--- src/pwc_regs.svh ---
// Purpose: Register map, field positions and reset values of the wave counter
// Assumes: APB, 32-bit data, one word per register
// Notes:   Included by the main module and the bench
`ifndef PWC_REGS_SVH
`define PWC_REGS_SVH

`define PWC_OFS_CTRL       12'h000
`define PWC_OFS_TOP        12'h004
`define PWC_OFS_TASK       12'h008
`define PWC_OFS_STATUS     12'h00c
`define PWC_OFS_COUNT      12'h010

`define PWC_CTRL_UPDOWN    0
`define PWC_CTRL_ARB       1
`define PWC_CTRL_PRE_LO    2
`define PWC_CTRL_PRE_HI    4

`define PWC_TASK_START     0
`define PWC_TASK_SEQ       1
`define PWC_TASK_STOP      2

`define PWC_STAT_RUN       0
`define PWC_STAT_STOPPED   1
`define PWC_STAT_STOPPING  2

`define PWC_RST_CTRL       5'h00
`define PWC_RST_TOP        15'h3e80

`endif

--- src/pwc_pkg.sv ---
// Purpose: Types shared by the wave counter files
// Assumes: Nothing beyond SystemVerilog
// Notes:   One RAM entry holds a polarity bit over a 15-bit compare value
package pwc_pkg;

   typedef enum logic [1:0] {
      ST_IDLE,
      ST_RUN,
      ST_STOP
   } pwc_state_t;

   // Polarity high means the output starts high and falls at the compare point
   typedef struct packed {
      logic        pol;
      logic [14:0] cmp;
   } pwc_entry_t;

   typedef pwc_entry_t [3:0] pwc_set_t;

endpackage

--- src/pwc_wave_counter.sv ---
// Purpose: Four-channel pulse width wave counter with an APB register port
// Assumes: Decoder presents one set of RAM entries with dec_valid; APB with
//          one registered wait state
// Notes:   Compare values are internal and follow the decoder only
// What this block does
// - One shared 15-bit counter, four channels
// - Polarity comes from each RAM entry
// - Control bit picks up or up-down count
// - Top register and divider set period
// - Top below compare gives no edges
// - Compare registers loaded only by decoder
// - Top sampled on tasks and RAM loads
// - Arbitrary layout takes top from RAM
// - Up mode wraps to zero at top
// - Compare zero low, compare top high in up mode
// - Up period is tick times top
// - Up-down counts back, center-aligned pulses
// - Up-down period is two times top ticks
// - Glitch-free reload at period ends with dec_valid, not while stopping
// - Entry bit 15 polarity, bits 14:0 compare
// - Stop ends period, event, idle outputs
//
// Local design decisions: the register offsets and register access over APB.
`timescale 1ns/1ns
`include "pwc_regs.svh"
module pwc_wave_counter
   import pwc_pkg::*;
(
   input  wire logic        ref_clk,
   input  wire logic        reset,
   input  wire logic        psel,
   input  wire logic        penable,
   input  wire logic        pwrite,
   input  wire logic [11:0] paddr,
   input  wire logic [31:0] pwdata,
   output logic [31:0]      prdata,
   output logic             pready,
   output logic             pslverr,
   input  wire logic        dec_valid,
   input  wire pwc_set_t    dec_set,
   output logic             dec_take,
   input  wire logic [3:0]  idle_level,
   output logic [3:0]       pwm_out,
   output logic             period_end,
   output logic             stopped_evt
);
   logic [4:0]  ctrl_reg, ctrl_next;
   logic [14:0] top_reg, top_next;
   logic        stopped_reg, stopped_next;
   logic [31:0] prdata_reg, prdata_next;
   logic        pready_reg, pready_next;
   logic        pslverr_reg, pslverr_next;
   pwc_state_t  st_reg, st_next;
   logic [14:0] cnt_reg, cnt_next;
   logic        down_reg, down_next;
   logic [14:0] act_top_reg, act_top_next;
   pwc_set_t    ent_reg, ent_next;
   logic [3:0]  out_reg, out_next;
   logic        pe_reg, pe_next;
   logic        stev_reg, stev_next;
   logic        take_reg, take_next;
   logic        acc, wr, t_start, t_seq, t_stop, go, tick, pe, load, running, arb, ud;

   // Falling-first starts high and drops once the count reaches the compare
   function automatic logic level(input logic [14:0] c, input pwc_entry_t e);
      level = e.pol ? (c < e.cmp) : !(c < e.cmp);
   endfunction

   function automatic logic hit(input logic [11:0] a, input logic [11:0] ofs);
      hit = (a[11:2] == ofs[11:2]);
   endfunction

   assign acc     = psel && penable && pready_reg;
   assign wr      = acc && pwrite;
   assign t_start = wr && hit(paddr, `PWC_OFS_TASK) && pwdata[`PWC_TASK_START];
   assign t_seq   = wr && hit(paddr, `PWC_OFS_TASK) && pwdata[`PWC_TASK_SEQ];
   assign t_stop  = wr && hit(paddr, `PWC_OFS_TASK) && pwdata[`PWC_TASK_STOP];
   assign go      = t_start || t_seq;
   assign running = (st_reg != ST_IDLE);
   assign arb     = ctrl_reg[`PWC_CTRL_ARB];
   assign ud      = ctrl_reg[`PWC_CTRL_UPDOWN];

   pwc_prescaler u_pre (
      .ref_clk (ref_clk),
      .reset   (reset),
      .run     (running),
      .clr     (go),
      .pre     (ctrl_reg[`PWC_CTRL_PRE_HI:`PWC_CTRL_PRE_LO]),
      .tick    (tick)
   );

   // APB slave: one wait state, reads captured on the first access cycle
   always_comb begin
      ctrl_next    = ctrl_reg;
      top_next     = top_reg;
      prdata_next  = prdata_reg;
      pslverr_next = pslverr_reg;
      pready_next  = psel && penable && !pready_reg;
      stopped_next = stopped_reg;
      if (wr && hit(paddr, `PWC_OFS_CTRL)) begin
         ctrl_next = pwdata[4:0];
      end
      if (wr && hit(paddr, `PWC_OFS_TOP)) begin
         top_next = pwdata[14:0];
      end
      if (wr && hit(paddr, `PWC_OFS_STATUS) && pwdata[`PWC_STAT_STOPPED]) begin
         stopped_next = 1'b0;
      end
      // Hardware set wins over a software clear in the same cycle
      if (stev_next) begin
         stopped_next = 1'b1;
      end
      if (psel && penable && !pready_reg) begin
         prdata_next  = 32'h0000_0000;
         pslverr_next = 1'b0;
         if (hit(paddr, `PWC_OFS_CTRL)) begin
            prdata_next[4:0] = ctrl_reg;
         end else if (hit(paddr, `PWC_OFS_TOP)) begin
            prdata_next[14:0] = top_reg;
         end else if (hit(paddr, `PWC_OFS_TASK)) begin
            prdata_next = 32'h0000_0000;
         end else if (hit(paddr, `PWC_OFS_STATUS)) begin
            prdata_next[`PWC_STAT_RUN]      = running;
            prdata_next[`PWC_STAT_STOPPED]  = stopped_reg;
            prdata_next[`PWC_STAT_STOPPING] = (st_reg == ST_STOP);
         end else if (hit(paddr, `PWC_OFS_COUNT)) begin
            prdata_next[14:0] = cnt_reg;
         end else begin
            pslverr_next = 1'b1;
         end
      end
   end

   always_ff @(posedge ref_clk) begin
      if (reset) begin
         ctrl_reg    <= `PWC_RST_CTRL;
         top_reg     <= `PWC_RST_TOP;
         stopped_reg <= 1'b0;
         prdata_reg  <= 32'h0000_0000;
         pready_reg  <= 1'b0;
         pslverr_reg <= 1'b0;
      end else begin
         ctrl_reg    <= ctrl_next;
         top_reg     <= top_next;
         stopped_reg <= stopped_next;
         prdata_reg  <= prdata_next;
         pready_reg  <= pready_next;
         pslverr_reg <= pslverr_next;
      end
   end

   // Period end: up mode wraps after top ticks, up-down after two times top
   always_comb begin
      if (ud) begin
         pe = tick && ((down_reg && cnt_reg == 15'h0001) || act_top_reg == 15'h0000);
      end else begin
         pe = tick && (16'(cnt_reg) + 16'h0001 >= 16'(act_top_reg));
      end
   end

   // New entries only at a task or a period boundary, so no half-period glitches
   assign load = dec_valid && (go || (running && pe && st_reg != ST_STOP));

   always_comb begin
      st_next      = st_reg;
      cnt_next     = cnt_reg;
      down_next    = down_reg;
      act_top_next = act_top_reg;
      ent_next     = ent_reg;
      stev_next    = 1'b0;
      pe_next      = running && pe;
      take_next    = load;
      if (go) begin
         st_next   = ST_RUN;
         cnt_next  = 15'h0000;
         down_next = 1'b0;
         if (!arb) begin
            act_top_next = top_reg;
         end
      end else if (running && tick) begin
         if (!ud || act_top_reg == 15'h0000) begin
            cnt_next  = pe ? 15'h0000 : cnt_reg + 15'h0001;
            down_next = 1'b0;
         end else if (!down_reg) begin
            cnt_next  = cnt_reg + 15'h0001;
            down_next = (cnt_reg + 15'h0001 >= act_top_reg);
         end else begin
            cnt_next  = cnt_reg - 15'h0001;
            down_next = !pe;
         end
         if (pe && st_reg == ST_STOP) begin
            st_next   = ST_IDLE;
            stev_next = 1'b1;
            cnt_next  = 15'h0000;
            down_next = 1'b0;
         end
      end
      if (t_stop && !go && running) begin
         st_next = (st_reg == ST_STOP && pe) ? ST_IDLE : ST_STOP;
         if (st_next == ST_IDLE) begin
            stev_next = 1'b1;
         end
      end else if (t_stop && !go) begin
         stev_next = 1'b1;
      end
      if (load) begin
         ent_next = dec_set;
         if (arb) begin
            act_top_next = dec_set[3].cmp;
         end else begin
            act_top_next = top_reg;
         end
      end
   end

   // Outputs come from the next count, so count and entry changes move the pin only on a tick or a task
   always_comb begin
      out_next = idle_level;
      if (st_next != ST_IDLE) begin
         for (int i = 0; i < 4; i++) begin
            out_next[i] = level(cnt_next, ent_next[i]);
         end
         if (arb) begin
            out_next[3] = idle_level[3];
         end
      end
   end

   always_ff @(posedge ref_clk) begin
      if (reset) begin
         st_reg      <= ST_IDLE;
         cnt_reg     <= 15'h0000;
         down_reg    <= 1'b0;
         act_top_reg <= `PWC_RST_TOP;
         ent_reg     <= '0;
         out_reg     <= 4'h0;
         pe_reg      <= 1'b0;
         stev_reg    <= 1'b0;
         take_reg    <= 1'b0;
      end else begin
         st_reg      <= st_next;
         cnt_reg     <= cnt_next;
         down_reg    <= down_next;
         act_top_reg <= act_top_next;
         ent_reg     <= ent_next;
         out_reg     <= out_next;
         pe_reg      <= pe_next;
         stev_reg    <= stev_next;
         take_reg    <= take_next;
      end
   end

   assign prdata      = prdata_reg;
   assign pready      = pready_reg;
   assign pslverr     = pslverr_reg;
   assign pwm_out     = out_reg;
   assign period_end  = pe_reg;
   assign stopped_evt = stev_reg;
   assign dec_take    = take_reg;

   property p_up_wrap;
      @(posedge ref_clk) disable iff (reset)
      (st_reg == ST_RUN && !ud && pe && !go && !load) |=> (cnt_reg == 15'h0000);
   endproperty
   a_up_wrap: assert property (p_up_wrap) else $error("up count did not wrap");

   property p_up_bound;
      @(posedge ref_clk) disable iff (reset)
      // A count left at top by a switch out of up-down mode is still falling
      (running && !ud && !down_reg && act_top_reg != 15'h0000 && $stable(act_top_reg))
         |-> (cnt_reg < act_top_reg);
   endproperty
   a_up_bound: assert property (p_up_bound) else $error("count above top");

   property p_ud_down;
      @(posedge ref_clk) disable iff (reset)
      (st_reg == ST_RUN && ud && tick && down_reg && cnt_reg > 15'h0001 && !go)
         |=> (cnt_reg == $past(cnt_reg) - 15'h0001);
   endproperty
   a_ud_down: assert property (p_ud_down) else $error("up-down count not falling");

   property p_zero_low;
      @(posedge ref_clk) disable iff (reset)
      (running && $past(running) && !arb && ent_reg[0].pol && ent_reg[0].cmp == 15'h0000)
         |-> !pwm_out[0];
   endproperty
   a_zero_low: assert property (p_zero_low) else $error("zero compare not low");

   property p_above_top;
      @(posedge ref_clk) disable iff (reset)
      (running && $past(running) && !arb && !$past(arb) && ent_reg[3].pol
         && ent_reg[3].cmp > act_top_reg) |-> pwm_out[3];
   endproperty
   a_above_top: assert property (p_above_top) else $error("edge with compare above top");

   property p_cmp_hold;
      @(posedge ref_clk) disable iff (reset)
      !load |=> $stable(ent_reg);
   endproperty
   a_cmp_hold: assert property (p_cmp_hold) else $error("compare changed without load");

   property p_arb_top;
      @(posedge ref_clk) disable iff (reset)
      (load && arb) |=> (act_top_reg == $past(dec_set[3].cmp));
   endproperty
   a_arb_top: assert property (p_arb_top) else $error("top not taken from entry");

   property p_task_top;
      @(posedge ref_clk) disable iff (reset)
      (go && !arb) |=> (act_top_reg == $past(top_reg));
   endproperty
   a_task_top: assert property (p_task_top) else $error("top not sampled on task");

   property p_stop_idle;
      @(posedge ref_clk) disable iff (reset)
      (st_reg == ST_STOP && pe && !go) |=> (stopped_evt && st_reg == ST_IDLE
         && pwm_out == $past(idle_level));
   endproperty
   a_stop_idle: assert property (p_stop_idle) else $error("stop did not end period");

   property p_out_on_tick;
      @(posedge ref_clk) disable iff (reset)
      (st_reg == ST_RUN && $past(st_reg) == ST_RUN && !$past(go) && !$past(load)
         && $past(idle_level) == $past(idle_level, 2) && $past(ctrl_reg) == $past(ctrl_reg, 2)
         && pwm_out != $past(pwm_out)) |-> $past(tick);
   endproperty
   a_out_on_tick: assert property (p_out_on_tick) else $error("output moved off tick");
endmodule

--- src/pwc_prescaler.sv ---
// Purpose: Divided clock tick for the wave counter
// Assumes: Divide ratio is two to the power of pre, 1 to 128
// Notes:   Cleared on restart so a period always begins on a full tick
`timescale 1ns/1ns
module pwc_prescaler (
   input  wire logic       ref_clk,
   input  wire logic       reset,
   input  wire logic       run,
   input  wire logic       clr,
   input  wire logic [2:0] pre,
   output logic            tick
);
   logic [6:0] div_reg;
   logic [6:0] div_next;
   logic       tick_reg;
   logic       tick_next;
   logic [6:0] last;

   always_comb begin
      last      = 7'((8'h01 << pre) - 8'h01);
      div_next  = div_reg;
      tick_next = 1'b0;
      if (clr || !run) begin
         div_next = 7'h00;
      end else if (div_reg >= last) begin
         div_next  = 7'h00;
         tick_next = 1'b1;
      end else begin
         div_next = div_reg + 7'h01;
      end
   end

   always_ff @(posedge ref_clk) begin
      if (reset) begin
         div_reg  <= 7'h00;
         tick_reg <= 1'b0;
      end else begin
         div_reg  <= div_next;
         tick_reg <= tick_next;
      end
   end

   assign tick = tick_reg;
endmodule

--- config.mk ---
export PLATFORM = sky130hd
export DESIGN_NAME = pwc_wave_counter
export DESIGN_NICKNAME = d
export VERILOG_FILES = /design/src/pwc_pkg.sv /design/src/pwc_wave_counter.sv /design/src/pwc_prescaler.sv
export VERILOG_INCLUDE_DIRS = /design/src /design/src/src
export SDC_FILE = /design/constraint.sdc
export NUM_CORES = 1
export LEC_CHECK = 0
export ABC_AREA = 1
export BUFFER_PORTS_ARGS = -buffer_cell sky130_fd_sc_hd__buf_2
export CAP_MARGIN = 20
export CORE_MARGIN = 8
export CORE_UTILIZATION = 27
export CTS_BUF_LIST = sky130_fd_sc_hd__clkbuf_2 sky130_fd_sc_hd__clkbuf_4 sky130_fd_sc_hd__clkbuf_8
export CTS_CLUSTER_SIZE = 12
export DETAILED_ROUTE_END_ITERATION = 10
export PLACE_DENSITY = 0.5
export SYNTH_ARGS = -nofsm -noshare
export SYNTH_HDL_FRONTEND = slang
export SYNTH_HIERARCHICAL = 1
export SYNTH_SLANG_ARGS = --single-unit
export TNS_END_PERCENT = 100
--- constraint.sdc ---
create_clock -name ref_clk -period 6.7 [get_ports ref_clk]
set_clock_uncertainty 0.2 [all_clocks]
set_input_delay 0 -clock ref_clk [delete_from_list [all_inputs] [get_ports ref_clk]]
set_output_delay 0 -clock ref_clk [all_outputs]
set_load 0.03 [all_outputs]
==> results.yml <==
pwr:
  p_total_mw: 1.709
  seqPwrFrac_pct: 52.3
  p_int_mw: 1.265
  p_sw_share_pct: 25.98
  ir_drop_v: 0.0001054
  power_leakage_nw: 5.539
  power_switching_uw: 444.0
  combPwrFrac_pct: 7.8
  p_clk_share_pct: 40.0
  pwr_density_cell_nw_per_um2: 150.8
logic_synthesis:
  ys_types: 57
  syn_area_per_cell_sq_um: 7.377
  ys_seq_area_share_pct: 33.48
  synth_top_area_share_pct: 33.48
  synthTopCellsByArea: "dfxtp_1, ha_1, nand2_1"
  async_reset_ff_share_pct: 0
  ys.flop_type: "dfxtp_1"
  synth_warnings: 6
  syn_area_sq_um: 8970
  ys_ff_latch: 150
  syn-instance-count: 1216
  synth.largest_area_cell: "dfxtp_1"
  synth-edff-count: 0
finish:
  layout.nets: 1626
  seqCellArea_sq_um: 3003
  final_cells: 1881
  n_antenna_cell: 0
  drive_above_1_share_pct: 13.13
  multi_input_comb_area_sq_um: 5211
  num-fill-cells: 3496
  largest_register_ffs: 64
  synthToLayoutAreaGrowth_pct: 26.32
clock_tree:
  h-tree-depth: 4
  clockBufferDepth: 2
  numCtsBuffers: 17
  clk_pin_slew_ns: 0.09
  clkLatencyLatePin_ns: 0.47
  root_buffer: "clkbuf_8"
  clkSinkCount: 150
  cts_tree: "yes"
global_routing:
  use_met1_pct: 20.87
  antenna_found_initial: 0
  use_met3_pct: 3.073
  grt_max_degree: 73
  gr-total-overflow: 0
  top_usage_layer: "met2"
  grt_pass1_vias: 8405
  met2_usage_pct: 23.62
  grt_usage_pct: 15.07
  grt_first_pass_wirelength_microns: 46550
critical_path:
  r2r_slack_ns: 0.62
  cp_slowest_cell: "dlygate4sd3_1"
  critPathArrivalTime_ns: 6.24
  crit_cells: 28
  cp-startpoint: "cnt_reg[0]"
  crit_top_cell: "nand2_1"
  endpoint_kind: "flip-flop"
  cp_max_fo: 43
  crit_family: "simple AND/OR/NAND/NOR gates"
  worstSetupEndpoint: "pwm_out[1]"
  reg2reg_from: "cnt_reg[0]"
  timing.rr.end: "pwm_out[1]"
  crit_buf_inv: 4
  critPathLaunchType: "flip-flop"
  reg2regPathDepth: 28
  required_ns: 6.87
  path_class: "flip-flop to flip-flop"
  critPathMaxStageDelay_ns: 0.54
die:
  top_level_ports: 159
  coreArea_sq_um: 32620
  die_h_microns: 198.3
  die_width_microns: 198.3
  dieArea_sq_um: 39310
  rows: 66
  start_util_pct: 27.50
route:
  ant_nets: 0
  wl_per_cell_microns: 15.54
  drc_errors: 0
  drt_iter0_drc: 516
  routed_wl_microns: 29220
  routed_via_density: 4.596
  drt_pass1_iterations: 5
  routed-via-count: 8645
place:
  place_inst: 1748
  dp_slack_ns: 0.9992
  hpwl_microns: 22250
  io_buffers: 122
  gp_congestion: 0.8776
timing:
  fmax_mhz: 164.6
  fin_ws_ns: 0.6242
  tightest_slew_ns: 0.8414
  fin_crit_sh_pct: 90.68
  setup_viol: 0
  finalHoldViolCount: 0
  drv_slew: 0
  layout_min_cycle_time_ns: 6.076
  max_slew_margin_pct: 42.46
  setup_tns_ns: 0
  rsz0062_at_grt: "false"
min_path:
  hp-start: "paddr[5]"
  hp-class: "input port to flip-flop"
run_status:
  outcome: "finished, final reports clean"
run:
  drv_cap: 0
[layout by cell type (no fill, tap or decap), types with 3 or more instances in the layout]
cell type / synthesis / layout
xnor2_1: 3 / 3
inv_1: 125 / 125
nand2_1: 223 / 223
o211ai_1: 5 / 5
o22ai_1: 10 / 10
a211oi_1: 16 / 16
xor2_1: 19 / 19
nor2_4: 3 / 3
nand3_1: 39 / 39
ha_1: 82 / 82
a2111oi_0: 3 / 3
dfxtp_1: 150 / 150
or2_1: 3 / 3
a221oi_1: 3 / 3
nor3_1: 22 / 22
buf_2: 10 / 121
inv_2: 4 / 4
a21oi_1: 77 / 77
a32oi_1: 3 / 3
o221ai_1: 8 / 8
clkinv_2: 0 / 4
clkinv_4: 0 / 3
dlygate4sd3_1: 0 / 101
nor2_1: 183 / 183
mux2i_1: 48 / 48
a31oi_1: 3 / 3
o21ai_0: 70 / 70
nor4_1: 9 / 9
clkbuf_8: 0 / 18
clkinvlp_4: 0 / 4
conb_1: 1 / 17
clkinv_1: 3 / 3
buf_4: 22 / 11
nand4_1: 12 / 12
[logic make-up (layout without fill, tap and decap cells)]
| family | Yosys count | count (layout) | synth area share [%] |
|---|---|---|---|
| compound gates | 213 | 213 | 14.26 |
| xor+xnor | 22 | 22 | 2.148 |
| fa+ha+maj | 82 | 82 | 11.44 |
| buf+inv | 190 | 397 | 9.095 |
| flops | 150 | 150 | 33.48 |
| mux | 49 | 49 | 5.482 |
| other cells | 1 | 17 | 0.04181 |
| simple gates | 509 | 509 | 24.06 |
[worst min-delay path by stage]
stage,endpoint,cells past startpoint
finish,stopped_evt,8
detailed placement,top_reg[10],3
global route,stopped_evt,8
global placement,top_reg[10],3
floorplan,top_reg[10],2
CTS,stopped_evt,8
[layout make-up]
type / instances / share of cell area, %
Inverter: 132 / 4.373
Clock buffer: 20 / 2.319
Timing Repair Buffer: 233 / 15.00
Tap cell: 442 / 4.881
Clock inverter: 12 / 0.9386
Sequential cell: 150 / 26.50
Multi-Input combinational cell: 892 / 45.99
[worst register-to-register path: cells and delay by family (launching register included)]
kind                     cells  cell delay [ns]
buffers and inverters        4             1.08
AND/OR/NAND/NOR             16             2.20
AO/OA/AOI/OAI                3             0.61
flip-flops                   1             0.47
adder cells (fa/ha/maj)      3             0.81
XOR/XNOR                     1             0.26
multiplexers                 1             0.33
[synth_stat cells, drive strengths merged (5+ instances only)]
cell	n
nand2	227
nor2	187
dfxtp	150
inv	129
ha	82
a21oi	79
o21ai	73
mux2i	48
nand3	42
buf	33
clkbuf	25
nor3	23
xor2	19
a211oi	16
nand4	12
o22ai	10
nor4	9
o221ai	8
o211ai	6
or2	5
[per-stage QoR]
stage               utilization, %  hold WS [ns]  area [sq um]
floorplan                        -      -0.07368          9030
global placement             30.51       0.03340          9951
detailed placement           30.51       0.02472          9951
CTS                          34.74      0.004753         11330
global route                 34.74       0.04478         11330
finish                       34.74       0.02830         11330
[what timing repair did]
action	CTS	global route
buffers inserted	0	0
hold endpoints to repair	127	0
resized for setup	0	0
hold buffers	101	0
[power groups by stage]
| stage | Sequential (mW) | Combinational (mW) | Clock (mW) |
|---|---|---|---|
| floorplan | 0.918 | 0.0445 | 0 |
| global placement | 0.914 | 0.0889 | 0 |
| detailed placement | 0.914 | 0.0892 | 0 |
| CTS | 0.893 | 0.133 | 0.703 |
| global route | 0.894 | 0.143 | 0.748 |
| finish | 0.893 | 0.133 | 0.683 |
[metal layers]
metal	vias up	share of wire, %
li1	4445	-
met1	3977	50
met2	203	43
met3	20	5.3
met4	0	1.4
met5	-	0
No activity file was read; power rests on OpenSTA's default activity.
